### src/hw/ftt_pkg.sv
// package: offsets, reset values, fields and carrier types
package ftt_pkg;
   localparam int NUM_CH = 3;
   localparam int TEMP_W = 10;
   localparam int FRAC_W = 2;
   localparam logic [7:0] ADDR_START0  = 8'h67;
   localparam logic [7:0] ADDR_START1  = 8'h68;
   localparam logic [7:0] ADDR_START2  = 8'h69;
   localparam logic [7:0] ADDR_CRIT0   = 8'h6a;
   localparam logic [7:0] ADDR_CRIT1   = 8'h6b;
   localparam logic [7:0] ADDR_CRIT2   = 8'h6c;
   localparam logic [7:0] ADDR_HYST01  = 8'h6d;
   localparam logic [7:0] ADDR_HYST2   = 8'h6e;
   localparam logic [7:0] ADDR_XTEST   = 8'h6f;
   localparam logic [7:0] ADDR_OFS0    = 8'h70;
   localparam logic [7:0] ADDR_OFS1    = 8'h71;
   localparam logic [7:0] ADDR_CTRL    = 8'h7a;
   localparam logic [7:0] ADDR_STATUS  = 8'h7b;
   localparam logic [7:0] RST_START    = 8'h5a;
   localparam logic [7:0] RST_CRIT     = 8'h64;
   localparam logic [7:0] RST_HYST01   = 8'h44;
   localparam logic [7:0] RST_HYST2    = 8'h40;
   localparam logic [7:0] RST_XTEST    = 8'h00;
   localparam logic [7:0] RST_OFS      = 8'h00;
   localparam logic [7:0] CRIT_OFF     = 8'h80;
   localparam int XTEST_EN_BIT = 0;
   localparam int CTRL_LOCK    = 0;
   localparam int CTRL_PIN_EN  = 1;
   localparam int CTRL_HOLD_LO = 2;
   localparam int HYST_HI_LO   = 4;
   localparam int HYST_W       = 4;
   localparam int ST_FULL      = 0;
   localparam int ST_CRIT_LO   = 1;
   localparam int ST_RUN_LO    = 4;
   localparam int ST_PIN       = 7;

   typedef struct packed {
      logic [7:0]        start;
      logic [7:0]        crit;
      logic [7:0]        ofs;
      logic [HYST_W-1:0] hyst;
      logic              hold;
   } ftt_chan_cfg_t;

   typedef struct packed {
      logic              above;
      logic              run;
      logic              crit;
      logic              trip;
   } ftt_chan_st_t;
endpackage

### src/hw/ftt_chan.sv
// one temperature channel: offset, start and critical hysteresis
`timescale 1ns/1ps
`default_nettype none
module ftt_chan (
   input  wire logic                      clk_i,
   input  wire logic                      rst_b_i,
   input  wire logic                      ce_i,
   input  wire logic [ftt_pkg::TEMP_W-1:0] temp_i,
   input  var  ftt_pkg::ftt_chan_cfg_t    cfg_i,
   output var  ftt_pkg::ftt_chan_st_t     st_o
);
   typedef struct packed {
      logic above;
      logic fan_on;
      logic run;
      logic crit;
   } ftt_cs_t;

   ftt_cs_t    cs_reg;
   ftt_cs_t    cs_next;
   logic [11:0] sum;
   logic [9:0]  corr;
   logic [7:0]  deg;
   logic        crit_en;
   logic        off_pt;
   logic        crit_clr;

   always_comb begin
      sum = {2'h0, temp_i} + {{4{cfg_i.ofs[7]}}, cfg_i.ofs};
      if (sum[11]) begin
         corr = 10'h000;
      end else if (sum[10]) begin
         corr = 10'h3ff;
      end else begin
         corr = sum[9:0];
      end
      deg      = corr[9:ftt_pkg::FRAC_W];
      crit_en  = cfg_i.crit != ftt_pkg::CRIT_OFF;
      off_pt   = ({1'b0, deg} + {5'h00, cfg_i.hyst}) <= {1'b0, cfg_i.start};
      crit_clr = !crit_en ||
                 (({1'b0, deg} + {5'h00, cfg_i.hyst}) < {1'b0, cfg_i.crit});
      cs_next = cs_reg;
      if (ce_i) begin
         cs_next.above = deg > cfg_i.start;
         if (cs_next.above) begin
            cs_next.fan_on = 1'b1;
         end else if (off_pt) begin
            cs_next.fan_on = 1'b0;
         end
         cs_next.run = cs_next.fan_on | cfg_i.hold;
         if (crit_en && deg > cfg_i.crit) begin
            cs_next.crit = 1'b1;
         end else if (crit_clr) begin
            cs_next.crit = 1'b0;
         end
      end
   end

   always_ff @(posedge clk_i or negedge rst_b_i) begin
      if (!rst_b_i) begin
         cs_reg <= '0;
      end else begin
         cs_reg <= cs_next;
      end
   end

   always_comb begin
      st_o.above = cs_reg.above;
      st_o.run   = cs_reg.run;
      st_o.crit  = cs_reg.crit;
      st_o.trip  = crit_en && (corr > {cfg_i.crit, 2'h0});
   end
endmodule // ftt_chan
`default_nettype wire

### src/hw/ftt_regs.sv
// fan threshold register bank with override and overtemp pin logic
//
// Our own choice: the strobed register port.
`timescale 1ns/1ps
`default_nettype none
module ftt_regs (
   input  wire logic                               clk_i,
   input  wire logic                               rst_b_i,
   input  wire logic                               ce_i,
   input  wire logic [7:0]                         addr_i,
   input  wire logic [7:0]                         wdata_i,
   input  wire logic                               wr_i,
   input  wire logic                               rd_i,
   output logic      [7:0]                         rdata_o,
   input  wire logic [ftt_pkg::NUM_CH-1:0][ftt_pkg::TEMP_W-1:0] temp_i,
   output logic      [ftt_pkg::NUM_CH-1:0]         fan_ramp_o,
   output logic      [ftt_pkg::NUM_CH-1:0]         fan_min_o,
   output logic                                    full_duty_o,
   output logic                                    xor_tree_enable_o,
   input  wire logic                               overtemp_pin_i,
   output logic                                    overtemp_pin_o,
   output logic                                    overtemp_pin_oe_b_o
);
   localparam int N = ftt_pkg::NUM_CH;

   typedef struct packed {
      logic [N-1:0][7:0] start;
      logic [N-1:0][7:0] crit;
      logic [7:0]        hyst01;
      logic [7:0]        hyst2;
      logic              xtest;
      logic [1:0][7:0]   ofs;
      logic              lock;
      logic              pin_en;
      logic [N-1:0]      hold;
      logic [7:0]        rdata;
      logic [1:0]        pin_sync;
      logic              full;
      logic              pin_drive;
   } ftt_state_t;

   ftt_state_t               st_reg;
   ftt_state_t               st_next;
   ftt_pkg::ftt_chan_cfg_t [N-1:0] cfg;
   ftt_pkg::ftt_chan_st_t  [N-1:0] chs;
   logic [N-1:0]             crit_v;
   logic [N-1:0]             trip_v;
   logic [N-1:0]             run_v;
   logic                     wr_ok;
   logic [7:0]               rd_val;
   logic [N-1:0][7:0]        ofs_ext;

   // remote2 has no offset register
   always_comb begin
      ofs_ext      = '0;
      ofs_ext[1:0] = st_reg.ofs;
   end

   genvar g;
   generate
      for (g = 0; g < N; g++) begin : g_ch
         always_comb begin
            cfg[g].start = st_reg.start[g];
            cfg[g].crit  = st_reg.crit[g];
            cfg[g].ofs   = ofs_ext[g];
            cfg[g].hold  = st_reg.hold[g];
            if (g == 0) begin
               cfg[g].hyst = st_reg.hyst01[7:ftt_pkg::HYST_HI_LO];
            end else if (g == 1) begin
               cfg[g].hyst = st_reg.hyst01[ftt_pkg::HYST_W-1:0];
            end else begin
               cfg[g].hyst = st_reg.hyst2[7:ftt_pkg::HYST_HI_LO];
            end
         end
         ftt_chan u_chan (
            .clk_i   (clk_i),
            .rst_b_i (rst_b_i),
            .ce_i    (ce_i),
            .temp_i  (temp_i[g]),
            .cfg_i   (cfg[g]),
            .st_o    (chs[g])
         );
         assign crit_v[g]     = chs[g].crit;
         assign trip_v[g]     = chs[g].trip;
         assign run_v[g]      = chs[g].run;
         assign fan_ramp_o[g] = chs[g].above;
      end
   endgenerate

   // register read mux
   always_comb begin
      case (addr_i)
         ftt_pkg::ADDR_START0: rd_val = st_reg.start[0];
         ftt_pkg::ADDR_START1: rd_val = st_reg.start[1];
         ftt_pkg::ADDR_START2: rd_val = st_reg.start[2];
         ftt_pkg::ADDR_CRIT0:  rd_val = st_reg.crit[0];
         ftt_pkg::ADDR_CRIT1:  rd_val = st_reg.crit[1];
         ftt_pkg::ADDR_CRIT2:  rd_val = st_reg.crit[2];
         ftt_pkg::ADDR_HYST01: rd_val = st_reg.hyst01;
         ftt_pkg::ADDR_HYST2:  rd_val = st_reg.hyst2;
         ftt_pkg::ADDR_XTEST:  rd_val = {7'h00, st_reg.xtest};
         ftt_pkg::ADDR_OFS0:   rd_val = st_reg.ofs[0];
         ftt_pkg::ADDR_OFS1:   rd_val = st_reg.ofs[1];
         ftt_pkg::ADDR_CTRL:   rd_val = {3'h0, st_reg.hold, st_reg.pin_en, st_reg.lock};
         ftt_pkg::ADDR_STATUS: rd_val = {st_reg.pin_sync[1], run_v, crit_v, st_reg.full};
         default:              rd_val = 8'h00;
      endcase
   end

   // bank writes, lock, sync and outputs
   always_comb begin
      st_next = st_reg;
      wr_ok   = wr_i && !st_reg.lock;
      if (ce_i) begin
         st_next.rdata    = rd_i ? rd_val : 8'h00;
         st_next.pin_sync = {st_reg.pin_sync[0], overtemp_pin_i};
         st_next.full     = |crit_v;
         st_next.pin_drive = st_reg.pin_en && (|trip_v);
         if (wr_ok) begin
            case (addr_i)
               ftt_pkg::ADDR_START0: st_next.start[0] = wdata_i;
               ftt_pkg::ADDR_START1: st_next.start[1] = wdata_i;
               ftt_pkg::ADDR_START2: st_next.start[2] = wdata_i;
               ftt_pkg::ADDR_CRIT0:  st_next.crit[0]  = wdata_i;
               ftt_pkg::ADDR_CRIT1:  st_next.crit[1]  = wdata_i;
               ftt_pkg::ADDR_CRIT2:  st_next.crit[2]  = wdata_i;
               ftt_pkg::ADDR_HYST01: st_next.hyst01   = wdata_i;
               ftt_pkg::ADDR_HYST2:  st_next.hyst2    = wdata_i;
               ftt_pkg::ADDR_XTEST:  st_next.xtest    = wdata_i[ftt_pkg::XTEST_EN_BIT];
               ftt_pkg::ADDR_OFS0:   st_next.ofs[0]   = wdata_i;
               ftt_pkg::ADDR_OFS1:   st_next.ofs[1]   = wdata_i;
               default: begin
               end
            endcase
         end
         if (wr_i && addr_i == ftt_pkg::ADDR_CTRL) begin
            st_next.lock   = st_reg.lock | wdata_i[ftt_pkg::CTRL_LOCK];
            st_next.pin_en = wdata_i[ftt_pkg::CTRL_PIN_EN];
            st_next.hold   = wdata_i[ftt_pkg::CTRL_HOLD_LO +: N];
         end
      end
   end

   always_ff @(posedge clk_i or negedge rst_b_i) begin
      if (!rst_b_i) begin
         st_reg.start    <= {N{ftt_pkg::RST_START}};
         st_reg.crit     <= {N{ftt_pkg::RST_CRIT}};
         st_reg.hyst01   <= ftt_pkg::RST_HYST01;
         st_reg.hyst2    <= ftt_pkg::RST_HYST2;
         st_reg.xtest    <= ftt_pkg::RST_XTEST[ftt_pkg::XTEST_EN_BIT];
         st_reg.ofs      <= {2{ftt_pkg::RST_OFS}};
         st_reg.lock     <= 1'b0;
         st_reg.pin_en   <= 1'b0;
         st_reg.hold     <= '0;
         st_reg.rdata    <= 8'h00;
         st_reg.pin_sync <= 2'h3;
         st_reg.full     <= 1'b0;
         st_reg.pin_drive <= 1'b0;
      end else begin
         st_reg <= st_next;
      end
   end

   always_comb begin
      rdata_o             = st_reg.rdata;
      fan_min_o           = run_v;
      full_duty_o         = st_reg.full;
      xor_tree_enable_o   = st_reg.xtest;
      overtemp_pin_o      = 1'b0;
      overtemp_pin_oe_b_o = !st_reg.pin_drive;
   end
endmodule // ftt_regs
`default_nettype wire

### config.mk
export PLATFORM = sky130hd
export DESIGN_NAME = ftt_regs
export DESIGN_NICKNAME = d
export VERILOG_FILES = /design/src/hw/ftt_pkg.sv /design/src/hw/ftt_chan.sv /design/src/hw/ftt_regs.sv
export SDC_FILE = /design/constraint.sdc
export NUM_CORES = 1
export LEC_CHECK = 0
export BUFFER_PORTS_ARGS = -buffer_cell sky130_fd_sc_hd__buf_2
export CAP_MARGIN = 20
export CELL_PAD_IN_SITES_DETAIL_PLACEMENT = 0
export CELL_PAD_IN_SITES_GLOBAL_PLACEMENT = 1
export CORE_ASPECT_RATIO = 1.25
export CORE_UTILIZATION = 45
export CTS_BUF_LIST = sky130_fd_sc_hd__clkbuf_8
export CTS_CLUSTER_DIAMETER = 60
export CTS_CLUSTER_SIZE = 30
export DETAILED_ROUTE_END_ITERATION = 7
export MAX_ROUTING_LAYER = met4
export PLACE_DENSITY = 0.86
export SYNTH_ARGS = -nofsm -noshare
export SYNTH_HDL_FRONTEND = slang
export SYNTH_SLANG_ARGS = --single-unit
### constraint.sdc
create_clock -name clk_i -period 13.95 [get_ports clk_i]
set_input_delay 0.6975 -clock clk_i [delete_from_list [all_inputs] [get_ports clk_i]]
set_output_delay 0.6975 -clock clk_i [all_outputs]
set_load 0.05 [all_outputs]
# --- Yosys cells after proc, flatten, opt, wreduce, memory -nomap -nowiden ---
# Index checks and enable logic that the tools add are counted.
totals:
  ff_bits: 110
  input_bits: 52
  output_inout_bits: 18
  elab_cells: 128
classes:
  add_sub_neg: 5
  magnitude_cmp: 15
  n_eq_ne: 16
  n_mux: 21
  n_bitwise: 4
  n_reduce_logical: 37
ops:
  columns: ["op", "n"]
  rows:
  - ["equality test 8 x 7 -> 1 bit, second input constant", 13]
  - ["case mux 8 bit (13 select lines)", 1]
  - ["greater-than comparator 8 bit", 6]
  - ["two-way mux 10 bit", 4]
  - ["AND reduction 3 bit", 11]
  - ["greater-than comparator 10 bit", 3]
  - ["adder 8 x 4 -> 9 bit", 3]
  - ["<= comparator 9 x 8 -> 1 bit", 3]
  - ["less-than comparator 9 x 8 -> 1 bit", 3]
  - ["adder 11 x 8 -> 12 bit", 2]
  - ["inequality test 8 bit, second input constant", 3]
  - ["two-way mux 1 bit", 15]
  - ["logical AND 1 bit", 9]
  - ["two-way mux 8 bit", 1]
  - ["AND reduction 2 bit", 4]
  - ["nonzero test 2 bit", 3]
  - ["OR reduction 3 bit", 2]
  - ["logical NOT 1 bit", 5]
  - ["OR 1 bit", 4]
  - ["logical OR 1 bit", 3]

# --- Depth between registers and ports, before layout ---
# Gate-level depths: netlist of the first run.
depth:
  word_depth: 9
  depth_mapped: 25
  mapped_depth_nobuf: 24

# --- By module ---
# A second synthesis of the first run with hierarchy kept.
unflattened:
  cells_unflattened: 1116
  hier_area_um2: 10825.4
modules_own_cells:
  columns: ["module", "instances", "cells_each", "area_each_um2", "seq_area_each_um2"]
  rows:
  - ["ftt_regs", 1, 406, 5156.2, 2484.9]
  - ["ftt_chan (g_ch[2].u_chan)", 1, 255, 1994.4, 100.1]
  - ["ftt_chan (g_ch[1].u_chan)", 1, 225, 1838.0, 100.1]
  - ["ftt_chan (g_ch[0].u_chan)", 1, 230, 1836.8, 100.1]

# --- Worst setup path before layout of the first run ---
# OpenSTA, ideal clock, no wires.
synth_timing:
  path_kind: "input to register"
  startpoint: "input temp_i[10] in the netlist's numbering"
  endpoint: "register g_ch[1].u_chan.cs_reg (netlist bit g_ch[1].u_chan.st_o[2])"
  t_arrival_ns: 4.891
  t_required_ns: 13.808
  path_slack_ns: 8.916
  stages: 23
  n_path_buf: 1
  cell_sequence: "ha_1 -> inv_1 -> fa_1 -> nand2b_1 -> a211oi_2 -> o211a_1 -> or3_1 -> clkbuf_1 -> inv_1 -> o21ai_0 -> inv_1 -> ha_1 -> a21oi_1 -> inv_1 -> maj3_1 -> xor2_1 -> ha_1 -> o21a_1 -> o21a_1 -> o21ai_0 -> a21oi_1 -> a311oi_1 -> o211ai_1"
synth_between:
  elab_chain_cells: 9
  elab_cells_between_ends: 10
synth_lines:
  columns: ["element", "line_no", "rtl"]
  rows:
  - ["from (decl)", "ftt_regs.sv:15", "input wire logic [ftt_pkg::NUM_CH-1:0][ftt_pkg::TEMP_W-1:0] temp_i,"]
  - ["adder 11 x 8 -> 12 bit (*)", "ftt_chan.sv:29", "sum = {2'h0, temp_i} + {{4{cfg_i.ofs[7]}}, cfg_i.ofs};"]
  - ["two-way mux 10 bit", "ftt_chan.sv:32", "end else if (sum[10]) begin"]
  - ["two-way mux 10 bit (*)", "ftt_chan.sv:30", "if (sum[11]) begin"]
  - ["adder 8 x 4 -> 9 bit", "ftt_chan.sv:39", "off_pt = ({1'b0, deg} + {5'h00, cfg_i.hyst}) <= {1'b0, cfg_i.start};"]
  - ["<= comparator 9 x 8 -> 1 bit", "ftt_chan.sv:39", null]
  - ["two-way mux 1 bit", "ftt_chan.sv:47", "end else if (off_pt) begin"]
  - ["two-way mux 1 bit (*)", "ftt_chan.sv:45", "if (cs_next.above) begin"]
  - ["two-way mux 1 bit (*)", "ftt_chan.sv:43", "if (ce_i) begin"]
  - ["OR 1 bit (*)", "ftt_chan.sv:50", "cs_next.run = cs_next.fan_on | cfg_i.hold;"]
  - ["to (signal assigned)", "ftt_chan.sv:63", "cs_reg <= cs_next;"]
  - ["to (decl)", "ftt_chan.sv:19", "ftt_cs_t cs_reg;"]
# Mark *: on every way between the ends. The rest lies on a longest branch, timed or not. The select of a mux whose other input is x is not followed.
# A chain may end at the register's enable or synchronous reset.

# --- Worst setup path after layout of the first run ---
layout_timing:
  startpoint: "register st_reg (netlist bit cfg[41])"
  endpoint: "register g_ch[1].u_chan.cs_reg (netlist bit g_ch[1].u_chan.st_o[2])"
layout_between:
  elab_chain_cells: 9
  elab_cells_between_ends: 10
layout_lines:
  columns: ["element", "line_no", "rtl"]
  rows:
  - ["from (decl)", "ftt_regs.sv:42", "ftt_state_t st_reg;"]
  - ["from (signal assigned)", "ftt_regs.sv:160", "st_reg <= st_next;"]
  - ["adder 11 x 8 -> 12 bit (*)", "ftt_chan.sv:29", null]
  - ["two-way mux 10 bit", "ftt_chan.sv:32", null]
  - ["two-way mux 10 bit (*)", "ftt_chan.sv:30", null]
  - ["adder 8 x 4 -> 9 bit", "ftt_chan.sv:39", null]
  - ["<= comparator 9 x 8 -> 1 bit", "ftt_chan.sv:39", null]
  - ["two-way mux 1 bit", "ftt_chan.sv:47", null]
  - ["two-way mux 1 bit (*)", "ftt_chan.sv:45", null]
  - ["two-way mux 1 bit (*)", "ftt_chan.sv:43", null]
  - ["OR 1 bit (*)", "ftt_chan.sv:50", null]
# Marked as above.

==> results_tabular.tex, run 1 <==
\begin{tabular}{lr}
\hline
Metric & Value \\
\hline
\multicolumn{2}{l}{\textbf{Yosys}} \\
\quad Async set-reset flop share out of synthesis & 1.00 \\
\quad Total of flip-flops plus latches after synthesis & 110 \\
\quad Post-synth EDFFs & 0 \\
\quad Synthesized area divided by synthesized cell count & between 9 and 10 um2 \\
\quad Area of the mapped netlist & $\sim$0.0094 mm2 \\
\quad Area share of the largest cell type after synthesis & 0.224 \\
\quad Cell types occupying the most area after synthesis & dfrtp\_1, ha\_1, mux2\_2, dfstp\_2, nand2\_1 \\
\quad Cell count after synthesis & around 1.0k \\
\quad Number of synthesis warnings & 0 \\
\quad Area leader, netlist & dfrtp\_1 \\
\quad Proportion of synthesized chip area in sequential cells & 0.297 \\
\quad Post-Syn Nets & 1,200 \\
\quad Top FF cell, synth & dfrtp\_1 \\
\quad Distinct cell type count of the synthesized netlist & 76 \\
\multicolumn{2}{l}{\textbf{Timing}} \\
\quad Clock Skew & 14.3 ps \\
\quad Total count of max-transition violations in the final report & 0 \\
\quad Slew of the pin with the lowest slew margin & approximately 1200 ps \\
\quad Setup repair after global routing missed its margin & false \\
\quad Hold Vio Cnt, Final & 0 \\
\quad Portion of the clock cycle consumed by the worst path in the final layout & 0.387 \\
\quad Clock period minus final worst setup slack & around 5400 ps \\
\quad Number of setup violations in the final report & 0 \\
\quad Fmax & roughly 0.19 GHz \\
\quad Total Neg Setup Slack & 0 ps \\
\quad Worst max-slew margin expressed relative to the limit & 0.218 \\
\multicolumn{2}{l}{\textbf{Power and ir drop}} \\
\quad Power per Cell Area & a little over 70 mW/mm2 \\
\quad Leakage power & roughly 4.9 nW \\
\quad Worst ir drop on vdd & 0.0000601 V \\
\quad Final Total Pwr & 717 uW \\
\multicolumn{2}{l}{\textbf{Drt}} \\
\quad Number of antenna-violating nets in the routed design & 0 \\
\quad First-pass detailed-route iteration total & 5 \\
\quad Via density per instance & between 5 and 6 \\
\quad Wire length per cell after detailed routing & about 20 um \\
\quad Final WL & 27.2 mm \\
\quad Total number of vias & approximately 7.8k \\
\quad Number of remaining DRC errors & 0 \\
\quad Number of DRC markers in iteration 0 & 470 \\
\multicolumn{2}{l}{\textbf{Clocking}} \\
\quad TritonCTS clock tree & yes \\
\quad Clock-pin slew reported for the worst setup and hold paths after clock tree synthesis & between 100 and 150 ps \\
\quad Post CTS Setup Buffer Count & 0 \\
\quad CTS hold repair buffers & 0 \\
\quad Clock net sink count & 110 \\
\quad Clock latency of the later-clocked register in the worst-skew pair & roughly 400 ps \\
\quad Clock tree root driver cell & clkbuf\_8 \\
\quad Max Root-Sink Buffers & 2 \\
\quad Total of cells resized after clock tree synthesis & 0 \\
\quad Number of buffers created by CTS & 9 \\
\quad Depth of the CTS H-tree & 3 \\
\multicolumn{2}{l}{\textbf{Global routing}} \\
\quad Vias in the first global route & $\sim$7.9k \\
\quad Initial antenna violation count & 0 \\
\quad Combined global-route utilization of all metal layers & 0.269 \\
\quad Remaining Overflow, GRT & 0 \\
\quad Pin count of the biggest net entering global routing & 57 \\
\quad Wire length of the first global-routing pass & about 43 mm \\
\multicolumn{2}{l}{\textbf{Worst setup path}} \\
\quad Delay contributed by the slowest stage of the critical path & just over 700 ps \\
\quad Library cell contributing the largest single delay on the critical path & o211ai\_1 \\
\quad Cell breakdown of the critical path & ha\_1 > a21o\_1 > a21oi\_1 > nand2b\_1 > o211ai\_1 > o21ai\_0 > inv\_1 > ha\_1 > a21oi\_1 > inv\_1 > maj3\_1 > xor2\_1 > ha\_1 > o21a\_1 > o21a\_1 > o21ai\_0 > a21oi\_1 > a311oi\_1 > o211ai\_1 \\
\quad Worst setup slack for register-to-register paths & $\sim$8500 ps \\
\quad Worst Setup SP & cfg[41] \\
\quad Startpoint Class & flip-flop \\
\quad CP Capture Type & flip-flop \\
\quad Max FO, Critical Path & 12 \\
\quad Start-to-end type of the worst setup path & reg2reg \\
\quad Data arrival time of the worst path & approximately 5700 ps \\
\quad Data required time at the worst endpoint & 14,220 ps \\
\quad Worst r2r src & cfg[41] \\
\multicolumn{2}{l}{\textbf{Placement}} \\
\quad Post-detailed-placement cell area & 0.00987 mm2 \\
\quad I/O Buffers & 68 \\
\quad Placer Congestion & between 0.9 and 1 \\
\quad Detailed-placement wirelength estimate & about 22 mm \\
\quad Cell count after placement & about 1.3k \\
\multicolumn{2}{l}{\textbf{Cells and area}} \\
\quad Synthesis-to-finish area growth & 7.23\% \\
\quad Ant. Diodes & 0 \\
\quad Area of combinational cells with multiple inputs & 0.00604 mm2 \\
\quad Ratio of cells with drive above 1 in the final layout & 0.190 \\
\quad Storage element area & 0.00279 mm2 \\
\quad Final core utilization & 0.497 \\
\quad Fill cell total of the finished layout & 1,945 \\
\quad Cell area after layout & around 0.010 mm2 \\
\quad Nets & $\sim$1.2k \\
\quad Commonest cells after routing, fill and taps aside & ha\_1, nand2\_1, dfrtp\_1 \\
\quad Commonest non-fill, non-tap cell in the layout & ha\_1 \\
\quad Non-filler cells in the finished layout & $\sim$1.3k \\
\quad Number of flip-flops in the largest register & between 70 and 80 \\
\multicolumn{2}{l}{\textbf{Floorplanning}} \\
\quad Width of the die & between 100 and 150 um \\
\quad Area of the core & $\sim$0.020 mm2 \\
\quad I/O pin count & 70 \\
\quad DIE HEIGHT & between 150 and 200 um \\
\quad Core Rows & 58 \\
\quad DIE AREA & 0.0214 mm2 \\
\quad Starting Density & 0.463 \\
\multicolumn{2}{l}{\textbf{Status}} \\
\quad Status & completed \\
\multicolumn{2}{l}{\textbf{Flow run}} \\
\quad Max capacitance violation total & 0 \\
\multicolumn{2}{l}{\textbf{Worst hold path}} \\
\quad Worst min-delay path class & in2async \\
\hline
\end{tabular}
critical path: cells and delay by family (launching register included):
family / cells / cell delay, ps
compound gates: 11 / 2760
fa+ha+maj: 4 / 1260
flops: 1 / 620
buf+inv: 2 / 280
xor+xnor: 1 / 210
simple gates: 1 / 110
report_power, final:
group          total [mW]  internal (mW)  switching (mW)
clock               0.183         0.0671           0.116
sequential          0.350          0.335          0.0154
combinational       0.184         0.0703           0.114
total               0.717          0.472           0.245
cell type report:
| type | instances | area share |
|---|---|---|
| multi-input cells | 781 | 0.601 |
| flip-flops and latches | 110 | 0.277 |
| repair buffers | 76 | 0.0398 |
| well taps | 270 | 0.0336 |
| inverters | 82 | 0.0306 |
| clock buffers | 9 | 0.0123 |
| clock inverters | 7 | 0.00572 |
path summary, 6_finish.rpt:
path,endpoint,cells after the start
hold reg to reg,rdata_o[2],1
max in group asynchronous,cfg[74],2
setup reg to reg,g_ch[1].u_chan.st_o[2],19
min in group clk_i,rdata_o[2],1
hold / removal,g_ch[0].u_chan.st_o[3],1
setup / recovery,g_ch[1].u_chan.st_o[2],19
layer usage:
layer  global-route usage  wire (um)  up-vias
li1                     -          -     3777
met1                0.305      11200     3793
met2                0.473      13600      197
met3               0.0264       1020       76
met4                0.133       1330        0
met5                    -          0        -
Yosys cell counts (8+ instances only):
master,count
a31oi_1,13
o21ai_0,60
nor3_1,11
clkbuf_1,27
mux2_2,64
o211ai_1,13
o21a_1,19
nand2b_1,17
a22oi_1,20
a21o_1,29
and2_1,9
dfstp_2,26
buf_4,15
and3_1,11
nor2_1,51
a21oi_1,47
ha_1,121
o21ai_1,8
xor2_1,13
mux2i_1,13
nand4_1,15
nand3_1,17
dfrtp_1,84
nand2_1,84
nor2b_1,21
xnor2_1,18
inv_1,81
cells by family after synthesis:
logic type / after synthesis / synth area share
other: 1 / 0.000400
flip-flops: 110 / 0.297
XOR/XNOR: 32 / 0.0307
buffers and inverters: 131 / 0.0586
AO/OA/AOI/OAI: 278 / 0.202
multiplexers: 80 / 0.0979
adder cells (fa/ha/maj): 129 / 0.175
AND/OR/NAND/NOR: 261 / 0.138
metrics by stage:
| stage | setup WS, ps | hold slack [ps] |
|---|---|---|
| detailed placement | 8280 | 466 |
| floorplan | 8920 | 402 |
| CTS | 8590 | 362 |
| global route | 8060 | 392 |
| global placement | 8320 | 463 |
| finish | 8550 | 333 |
Power figures use the tool's default switching activity.
==> run 2, diff against run 1 <==
Clock period 13.95 ns to 5.2 ns, I/O delays scaled along.
==> results_tabular.tex, run 2 (synthesized netlist as in run 1, its figures left out) <==
\begin{tabular}{lr}
\hline
Metric & Value \\
\hline
\multicolumn{2}{l}{\textbf{Cells and area}} \\
\quad Ratio of cells with drive above 1 in the final layout & 0.205 (was 0.190) \\
\quad Commonest cells after routing, fill and taps aside & ha\_1, dfrtp\_1, nand2\_1 (was ha\_1, nand2\_1, dfrtp\_1) \\
\quad Nets & 1,254 (was 1,238) \\
\quad Number of flip-flops in the largest register & 79 (unchanged) \\
\quad Commonest non-fill, non-tap cell in the layout & ha\_1 (unchanged) \\
\quad Non-filler cells in the finished layout & 1,351 (was 1,335) \\
\quad Synthesis-to-finish area growth & 9.27\% (was 7.23\%) \\
\quad Fill cell total of the finished layout & 1,904 (was 1,945) \\
\quad Ant. Diodes & 0 (unchanged) \\
\multicolumn{2}{l}{\textbf{Floorplanning}} \\
\quad Starting Density & 0.463 (unchanged) \\
\quad DIE AREA & 0.0214 mm2 (unchanged) \\
\quad DIE HEIGHT & 163 um (unchanged) \\
\quad Core Rows & 58 (unchanged) \\
\quad I/O pin count & 70 (unchanged) \\
\quad Area of the core & 0.0202 mm2 (unchanged) \\
\quad Width of the die & 131 um (unchanged) \\
\multicolumn{2}{l}{\textbf{Timing}} \\
\quad Number of setup violations in the final report & 0 (unchanged) \\
\quad Clock period minus final worst setup slack & 4860 ps (was 5400 ps) \\
\quad Portion of the clock cycle consumed by the worst path in the final layout & 0.935 (was 0.387) \\
\quad Fmax & 0.206 GHz (was 0.185 GHz) \\
\quad Worst max-slew margin expressed relative to the limit & 0.240 (was 0.218) \\
\quad Hold Vio Cnt, Final & 0 (unchanged) \\
\quad Setup repair after global routing missed its margin & false (unchanged) \\
\quad Total count of max-transition violations in the final report & 0 (unchanged) \\
\quad Clock Skew & 15.3 ps (was 14.3 ps) \\
\quad Slew of the pin with the lowest slew margin & 1130 ps (was 1160 ps) \\
\quad Min setup slack post-route & 340 ps (was 8550 ps) \\
\quad Total Neg Setup Slack & 0 ps (unchanged) \\
\multicolumn{2}{l}{\textbf{Worst setup path}} \\
\quad Startpoint Class & flip-flop (unchanged) \\
\quad Worst setup slack for register-to-register paths & 340 ps (was 8550 ps) \\
\quad Data arrival time of the worst path & 5120 ps (was 5670 ps) \\
\quad CP Capture Type & flip-flop (unchanged) \\
\quad Crit path top cell by count & inv\_1 \\
\quad Cell breakdown of the critical path & ha\_2 > inv\_1 > fa\_1 > nand2b\_1 > a211oi\_2 > nor3\_1 > or3\_4 > nand2\_1 > nand2\_1 > inv\_1 > ha\_1 > inv\_1 > fa\_1 > inv\_1 > o2111ai\_1 > nand2\_2 > nand3\_1 > a31oi\_2 > ha\_1 > nand4\_1 > o22a\_1 > a311oi\_2 > o211ai\_1 (was ha\_1 > a21o\_1 > a21oi\_1 > nand2b\_1 > o211ai\_1 > o21ai\_0 > inv\_1 > ha\_1 > a21oi\_1 > inv\_1 > maj3\_1 > xor2\_1 > ha\_1 > o21a\_1 > o21a\_1 > o21ai\_0 > a21oi\_1 > a311oi\_1 > o211ai\_1) \\
\quad Start-to-end type of the worst setup path & reg2reg (unchanged) \\
\quad Library cell contributing the largest single delay on the critical path & or3\_4 (was o211ai\_1) \\
\quad Max FO, Critical Path & 5 (was 12) \\
\quad Data required time at the worst endpoint & 5460 ps (was 14,220 ps) \\
\quad Delay contributed by the slowest stage of the critical path & 410 ps (was 720 ps) \\
\multicolumn{2}{l}{\textbf{Clocking}} \\
\quad Max Root-Sink Buffers & 2 (unchanged) \\
\quad Number of buffers created by CTS & 9 (unchanged) \\
\quad Clock tree root driver cell & clkbuf\_8 (unchanged) \\
\quad Clock-pin slew reported for the worst setup and hold paths after clock tree synthesis & 100 ps (was 110 ps) \\
\quad Clock latency of the later-clocked register in the worst-skew pair & 380 ps (was 400 ps) \\
\quad Clock net sink count & 110 (unchanged) \\
\quad Depth of the CTS H-tree & 3 (unchanged) \\
\quad TritonCTS clock tree & yes (unchanged) \\
\multicolumn{2}{l}{\textbf{Placement}} \\
\quad Cell count after placement & 1,326 (was 1,318) \\
\quad Placer Congestion & 0.978 (was 0.961) \\
\quad Detailed-placement wirelength estimate & 21.9 mm (was 21.7 mm) \\
\quad I/O Buffers & 68 (unchanged) \\
\quad Placement Setup Slack & 51.0 ps (was 8280 ps) \\
\multicolumn{2}{l}{\textbf{Power and ir drop}} \\
\quad Worst ir drop on vdd & 0.0000995 V (was 0.0000601 V) \\
\quad Leakage power & 4.99 nW (was 4.89 nW) \\
\quad Power per Cell Area & 197 mW/mm2 (was 71.3 mW/mm2) \\
\multicolumn{2}{l}{\textbf{Drt}} \\
\quad Number of antenna-violating nets in the routed design & 0 (unchanged) \\
\quad Total number of vias & 8,020 (was 7,843) \\
\quad Number of remaining DRC errors & 0 (unchanged) \\
\quad Wire length per cell after detailed routing & 20.4 um (was 20.3 um) \\
\quad Via density per instance & 5.94 (was 5.87) \\
\quad Number of DRC markers in iteration 0 & 546 (was 470) \\
\quad Final WL & 27.5 mm (was 27.2 mm) \\
\quad First-pass detailed-route iteration total & 5 (unchanged) \\
\multicolumn{2}{l}{\textbf{Status}} \\
\quad Status & completed (unchanged) \\
\multicolumn{2}{l}{\textbf{Global routing}} \\
\quad Remaining Overflow, GRT & 0 (unchanged) \\
\quad Combined global-route utilization of all metal layers & 0.273 (was 0.269) \\
\quad Vias in the first global route & 8,110 (was 7,902) \\
\quad Pin count of the biggest net entering global routing & 65 (was 57) \\
\quad Initial antenna violation count & 0 (unchanged) \\
\quad Wire length of the first global-routing pass & 43.5 mm (was 43.0 mm) \\
\multicolumn{2}{l}{\textbf{Worst hold path}} \\
\quad Worst min-delay path class & in2reg (was in2async) \\
\multicolumn{2}{l}{\textbf{Flow run}} \\
\quad Max capacitance violation total & 0 (unchanged) \\
\hline
\end{tabular}
==> run 2: layer usage <==
layer | vias to the layer above | wire length, um | track usage
li1 | 3797 | - | -
met1 | 3879 | 11000 | 0.311
met2 | 270 | 13800 | 0.476
met3 | 74 | 1340 | 0.0276
met4 | 0 | 1360 | 0.142
met5 | - | 0 | -
==> run 2: final timing paths <==
| path | startpoint | endpoint | depth (start not counted) |
|---|---|---|---|
| worst max register to register | cfg[34] | g_ch[1].u_chan.st_o[2] | 23 |
| worst min register to register | rdata_o[7] | rdata_o[7] | 1 |
| worst min-delay path | overtemp_pin_i | st_reg[2] | 2 |
| worst max-delay path | cfg[34] | g_ch[1].u_chan.st_o[2] | 23 |
| min in group asynchronous | rst_b_i | g_ch[0].u_chan.st_o[3] | 2 |
| max in group asynchronous | rst_b_i | st_reg[37] | 3 |
==> run 2: what timing repair did <==
| action | in CTS | in global routing |
|---|---|---|
| gates resized for setup | 0 | 8 |
| hold buffers | 1 | 0 |
| setup buffers | 0 | 7 |
| hold endpoints to repair | 37 | 0 |
| endpoints found under the setup margin | 0 | 6 |
==> run 2: report_power, final <==
group          leakage (nW)  switching [mW]  internal [mW]  total [mW]
combinational          3.53           0.312          0.195       0.507
clock                 0.111           0.301          0.273       0.574
sequential             1.35          0.0391          0.897       0.937
total                  4.99           0.651           1.37        2.02
==> run 2: per-stage QoR <==
step | hold slack [ps] | area (um2) | power, mW | utilization
6_report | 107 | 10200 | 2.02 | 0.506
5_1_grt | 106 | 10200 | 2.12 | 0.506
4_1_cts | 101 | 10200 | 2.01 | 0.502
3_5_place_dp | 297 | 9930 | 1.45 | 0.490
3_3_place_gp | 304 | 9930 | 1.44 | 0.490
2_1_floorplan | -35.6 | 9380 | 1.28 | -
==> run 2: critical path: cells and delay by family (launching register included) <==
family,cells,cell delay (ps)
buffers and inverters,4,300
AOI/OAI and AO/OA,6,1410
DFF,1,390
adders and majority gates,5,1340
and+or+nand+nor,8,1290
==> run 2: layout make-up <==
cell class	instances	area [um2]	share of cell area
well taps	270	338	0.0330
repair buffers	92	523	0.0510
inverters	82	308	0.0300
clock inverters	7	97.6	0.00952
multi-input cells	781	6070	0.593
clock buffers	9	124	0.0121
flip-flops and latches	110	2790	0.272
==> run 3, diff against run 2 <==
Settings changed: CORE_MARGIN set to 1.5, SLEW_MARGIN set to 25.
==> results_tabular.tex, run 3 (synthesized netlist as in run 1, its figures left out) <==
\begin{tabular}{lr}
\hline
Metric & Value \\
\hline
\multicolumn{2}{l}{\textbf{Status}} \\
\quad Status & completed (unchanged) \\
\multicolumn{2}{l}{\textbf{Cells and area}} \\
\quad Ratio of cells with drive above 1 in the final layout & 0.203 (was 0.205) \\
\quad Number of flip-flops in the largest register & 79 (unchanged) \\
\quad Fill cell total of the finished layout & 1,933 (was 1,904) \\
\quad Nets & 1,249 (was 1,254) \\
\quad Ant. Diodes & 0 (unchanged) \\
\quad Commonest cells after routing, fill and taps aside & ha\_1, dfrtp\_1, nand2\_1 (unchanged) \\
\quad Commonest non-fill, non-tap cell in the layout & ha\_1 (unchanged) \\
\quad Synthesis-to-finish area growth & 9.03\% (was 9.27\%) \\
\quad Final core utilization & 0.505 (was 0.506) \\
\multicolumn{2}{l}{\textbf{Floorplanning}} \\
\quad DIE AREA & 0.0217 mm2 (was 0.0214 mm2) \\
\quad I/O pin count & 70 (unchanged) \\
\quad Core Rows & 58 (unchanged) \\
\quad Area of the core & 0.0202 mm2 (unchanged) \\
\quad DIE HEIGHT & 164 um (was 163 um) \\
\quad Starting Density & 0.463 (unchanged) \\
\quad Width of the die & 132 um (was 131 um) \\
\multicolumn{2}{l}{\textbf{Clocking}} \\
\quad Depth of the CTS H-tree & 3 (unchanged) \\
\quad Clock tree root driver cell & clkbuf\_8 (unchanged) \\
\quad Max Root-Sink Buffers & 2 (unchanged) \\
\quad Clock-pin slew reported for the worst setup and hold paths after clock tree synthesis & 100 ps (about the same) \\
\quad TritonCTS clock tree & yes (unchanged) \\
\quad Clock latency of the later-clocked register in the worst-skew pair & 390 ps (was 380 ps) \\
\quad Clock net sink count & 110 (unchanged) \\
\quad Number of buffers created by CTS & 9 (unchanged) \\
\multicolumn{2}{l}{\textbf{Drt}} \\
\quad Highest routed layer & met4 (unchanged) \\
\quad Total number of vias & 8,007 (was 8,020) \\
\quad First-pass detailed-route iteration total & 5 (unchanged) \\
\quad Number of antenna-violating nets in the routed design & 0 (unchanged) \\
\quad Wire length per cell after detailed routing & 20.7 um (was 20.4 um) \\
\quad Met3 layer wire length in the routed design & 1.27 mm (was 1.34 mm) \\
\quad Metal2 WL & 13.7 mm (was 13.8 mm) \\
\quad Via density per instance & 5.95 (was 5.94) \\
\quad Final WL & 27.8 mm (was 27.5 mm) \\
\quad Number of remaining DRC errors & 0 (unchanged) \\
\quad Sum of routed wire segments on met1 & 11.3 mm (was 11.0 mm) \\
\quad Number of DRC markers in iteration 0 & 642 (was 546) \\
\multicolumn{2}{l}{\textbf{Power and ir drop}} \\
\quad Sequential cell fraction of total power & 0.467 (was 0.464) \\
\quad Net switching fraction of the power & 0.332 (was 0.323) \\
\quad Power per Cell Area & 196 mW/mm2 (was 197 mW/mm2) \\
\quad Leakage power & 4.98 nW (was 4.99 nW) \\
\quad Net switching component of the power & 666 uW (was 651 uW) \\
\quad Clock power share & 0.279 (was 0.284) \\
\quad Worst ir drop on vdd & 0.000111 V (was 0.0000995 V) \\
\quad Internal power of the cells & 1.34 mW (was 1.37 mW) \\
\quad Proportion of power drawn by combinational gates & 0.254 (was 0.251) \\
\multicolumn{2}{l}{\textbf{Timing}} \\
\quad Total count of max-transition violations in the final report & 0 (unchanged) \\
\quad Portion of the clock cycle consumed by the worst path in the final layout & 0.926 (was 0.935) \\
\quad Number of setup violations in the final report & 0 (unchanged) \\
\quad Slew of the pin with the lowest slew margin & 968 ps (was 1130 ps) \\
\quad Total Neg Setup Slack & 0 ps (unchanged) \\
\quad Fmax & 0.208 GHz (was 0.206 GHz) \\
\quad Setup repair after global routing missed its margin & false (unchanged) \\
\quad Worst max-slew margin expressed relative to the limit & 0.353 (was 0.240) \\
\quad Clock Skew & 14.2 ps (was 15.3 ps) \\
\quad Clock period minus final worst setup slack & 4820 ps (was 4860 ps) \\
\quad Hold Vio Cnt, Final & 0 (unchanged) \\
\multicolumn{2}{l}{\textbf{Worst setup path}} \\
\quad Cell breakdown of the critical path & ha\_2 > inv\_1 > fa\_1 > nand2b\_4 > a211oi\_4 > nor3\_1 > or3\_1 > nand2\_1 > nand2\_1 > inv\_1 > ha\_1 > inv\_1 > fa\_1 > inv\_1 > o2111ai\_1 > nand2\_2 > or2\_1 > a31oi\_4 > ha\_1 > nand4\_1 > o22a\_1 > a311oi\_2 > o211ai\_1 (was ha\_2 > inv\_1 > fa\_1 > nand2b\_1 > a211oi\_2 > nor3\_1 > or3\_4 > nand2\_1 > nand2\_1 > inv\_1 > ha\_1 > inv\_1 > fa\_1 > inv\_1 > o2111ai\_1 > nand2\_2 > nand3\_1 > a31oi\_2 > ha\_1 > nand4\_1 > o22a\_1 > a311oi\_2 > o211ai\_1) \\
\quad Worst setup slack for register-to-register paths & 380 ps (was 340 ps) \\
\quad Startpoint Class & flip-flop (unchanged) \\
\quad Library cell contributing the largest single delay on the critical path & or3\_1 (was or3\_4) \\
\quad Crit path top cell by count & inv\_1 (unchanged) \\
\quad Destination of the worst register-to-register timing path & g\_ch[1].u\_chan.st\_o[2] (unchanged) \\
\quad Path depth of the worst reg2reg path & 23 (unchanged) \\
\quad Data required time at the worst endpoint & 5460 ps (about the same) \\
\quad Max FO, Critical Path & 5 (unchanged) \\
\quad CP Capture Type & flip-flop (unchanged) \\
\quad Start-to-end type of the worst setup path & reg2reg (unchanged) \\
\quad Worst r2r src & cfg[34] (unchanged) \\
\quad Delay contributed by the slowest stage of the critical path & 420 ps (was 410 ps) \\
\quad Data arrival time of the worst path & 5080 ps (was 5120 ps) \\
\multicolumn{2}{l}{\textbf{Worst hold path}} \\
\quad Min-Delay Endpoint & st\_reg[2] (unchanged) \\
\quad Hold path cells & 2 (unchanged) \\
\quad Hold\_sp & overtemp\_pin\_i (unchanged) \\
\quad Worst min-delay path class & in2reg (unchanged) \\
\multicolumn{2}{l}{\textbf{Global routing}} \\
\quad Vias in the first global route & 7,952 (was 8,110) \\
\quad Pin count of the biggest net entering global routing & 62 (was 65) \\
\quad Remaining Overflow, GRT & 0 (unchanged) \\
\quad Wire length of the first global-routing pass & 43.5 mm (unchanged) \\
\quad Initial antenna violation count & 0 (unchanged) \\
\quad Combined global-route utilization of all metal layers & 0.268 (was 0.273) \\
\multicolumn{2}{l}{\textbf{Placement}} \\
\quad Detailed-placement wirelength estimate & 22.1 mm (was 21.9 mm) \\
\quad Placer Congestion & 0.957 (was 0.978) \\
\quad I/O Buffers & 68 (unchanged) \\
\multicolumn{2}{l}{\textbf{Flow run}} \\
\quad Max capacitance violation total & 0 (unchanged) \\
\hline
\end{tabular}
-- run 3: changes by cell type in the layout (fill, tap and decap cells not counted), sizes merged --
cell | before | now
clkbuf | 9 | 10
buf | 91 | 86
bufinv | 2 | 1
inv | 83 | 84
clkinvlp | 1 | 0
-- run 3: area by class of cell --
type | instances | area, um2 | share of cell area
Tap cell | 270 | 338 | 0.0330
Inverter | 82 | 308 | 0.0301
Timing Repair Buffer | 87 | 488 | 0.0477
Multi-Input combinational cell | 781 | 6090 | 0.596
Clock inverter | 6 | 76.3 | 0.00747
Sequential cell | 110 | 2790 | 0.272
Clock buffer | 10 | 138 | 0.0135
-- run 3: what timing repair did --
action / in CTS / in global routing
endpoints found under the hold margin: 45 / 0
hold buffers: 1 / 0
setup endpoints to repair: 0 / 2
buffers inserted: 0 / 1
resized for setup: 0 / 8
-- run 3: how the worst max path moves through the flow --
stage,startpoint,to,slack [ps]
5_1_grt,cfg[34],g_ch[1].u_chan.cs_reg[2],30
4_1_cts,cfg[34],g_ch[1].u_chan.st_o[2],190
2_1_floorplan,cfg[34],g_ch[1].u_chan.st_o[2],510
6_report,cfg[34],g_ch[1].u_chan.st_o[2],380
3_5_place_dp,cfg[34],g_ch[1].u_chan.st_o[2],210
3_3_place_gp,cfg[34],g_ch[1].u_chan.st_o[2],290
-- run 3: metrics by stage --
stage	instance area, um2	instances	worst slack, ps	total power, mW	hold WS [ps]
after floorplan	9380	1022	514	1.28	-35.6
after global placement	9940	1328	295	1.44	380
after detailed placement	9950	1328	213	1.45	385
after CTS	10200	1345	188	2.00	104
after global routing	10200	1346	29.3	2.10	99.1
final	10200	1346	384	2.00	109
-- run 3: critical path: cells and delay by family, from the launching register on --
kind / cells / cell delay [ps]
AOI/OAI and AO/OA: 6 / 1210
buffers and inverters: 4 / 270
DFF: 1 / 400
adders and majority gates: 5 / 1470
and+or+nand+nor: 8 / 1340
-- run 3: power by group through the flow --
stage	combinational [mW]	sequential (mW)	clock, mW
after detailed placement	0.500	0.951	0
after floorplan	0.344	0.938	0
after global placement	0.491	0.951	0
after CTS	0.503	0.936	0.561
final	0.509	0.937	0.558
after global routing	0.568	0.941	0.590
-- run 3: layer usage --
metal  up-vias  track usage
met4         0        0.140
met1      3842        0.309
li1       3807            -
met5         -            -
met2       268        0.463
met3        90       0.0307
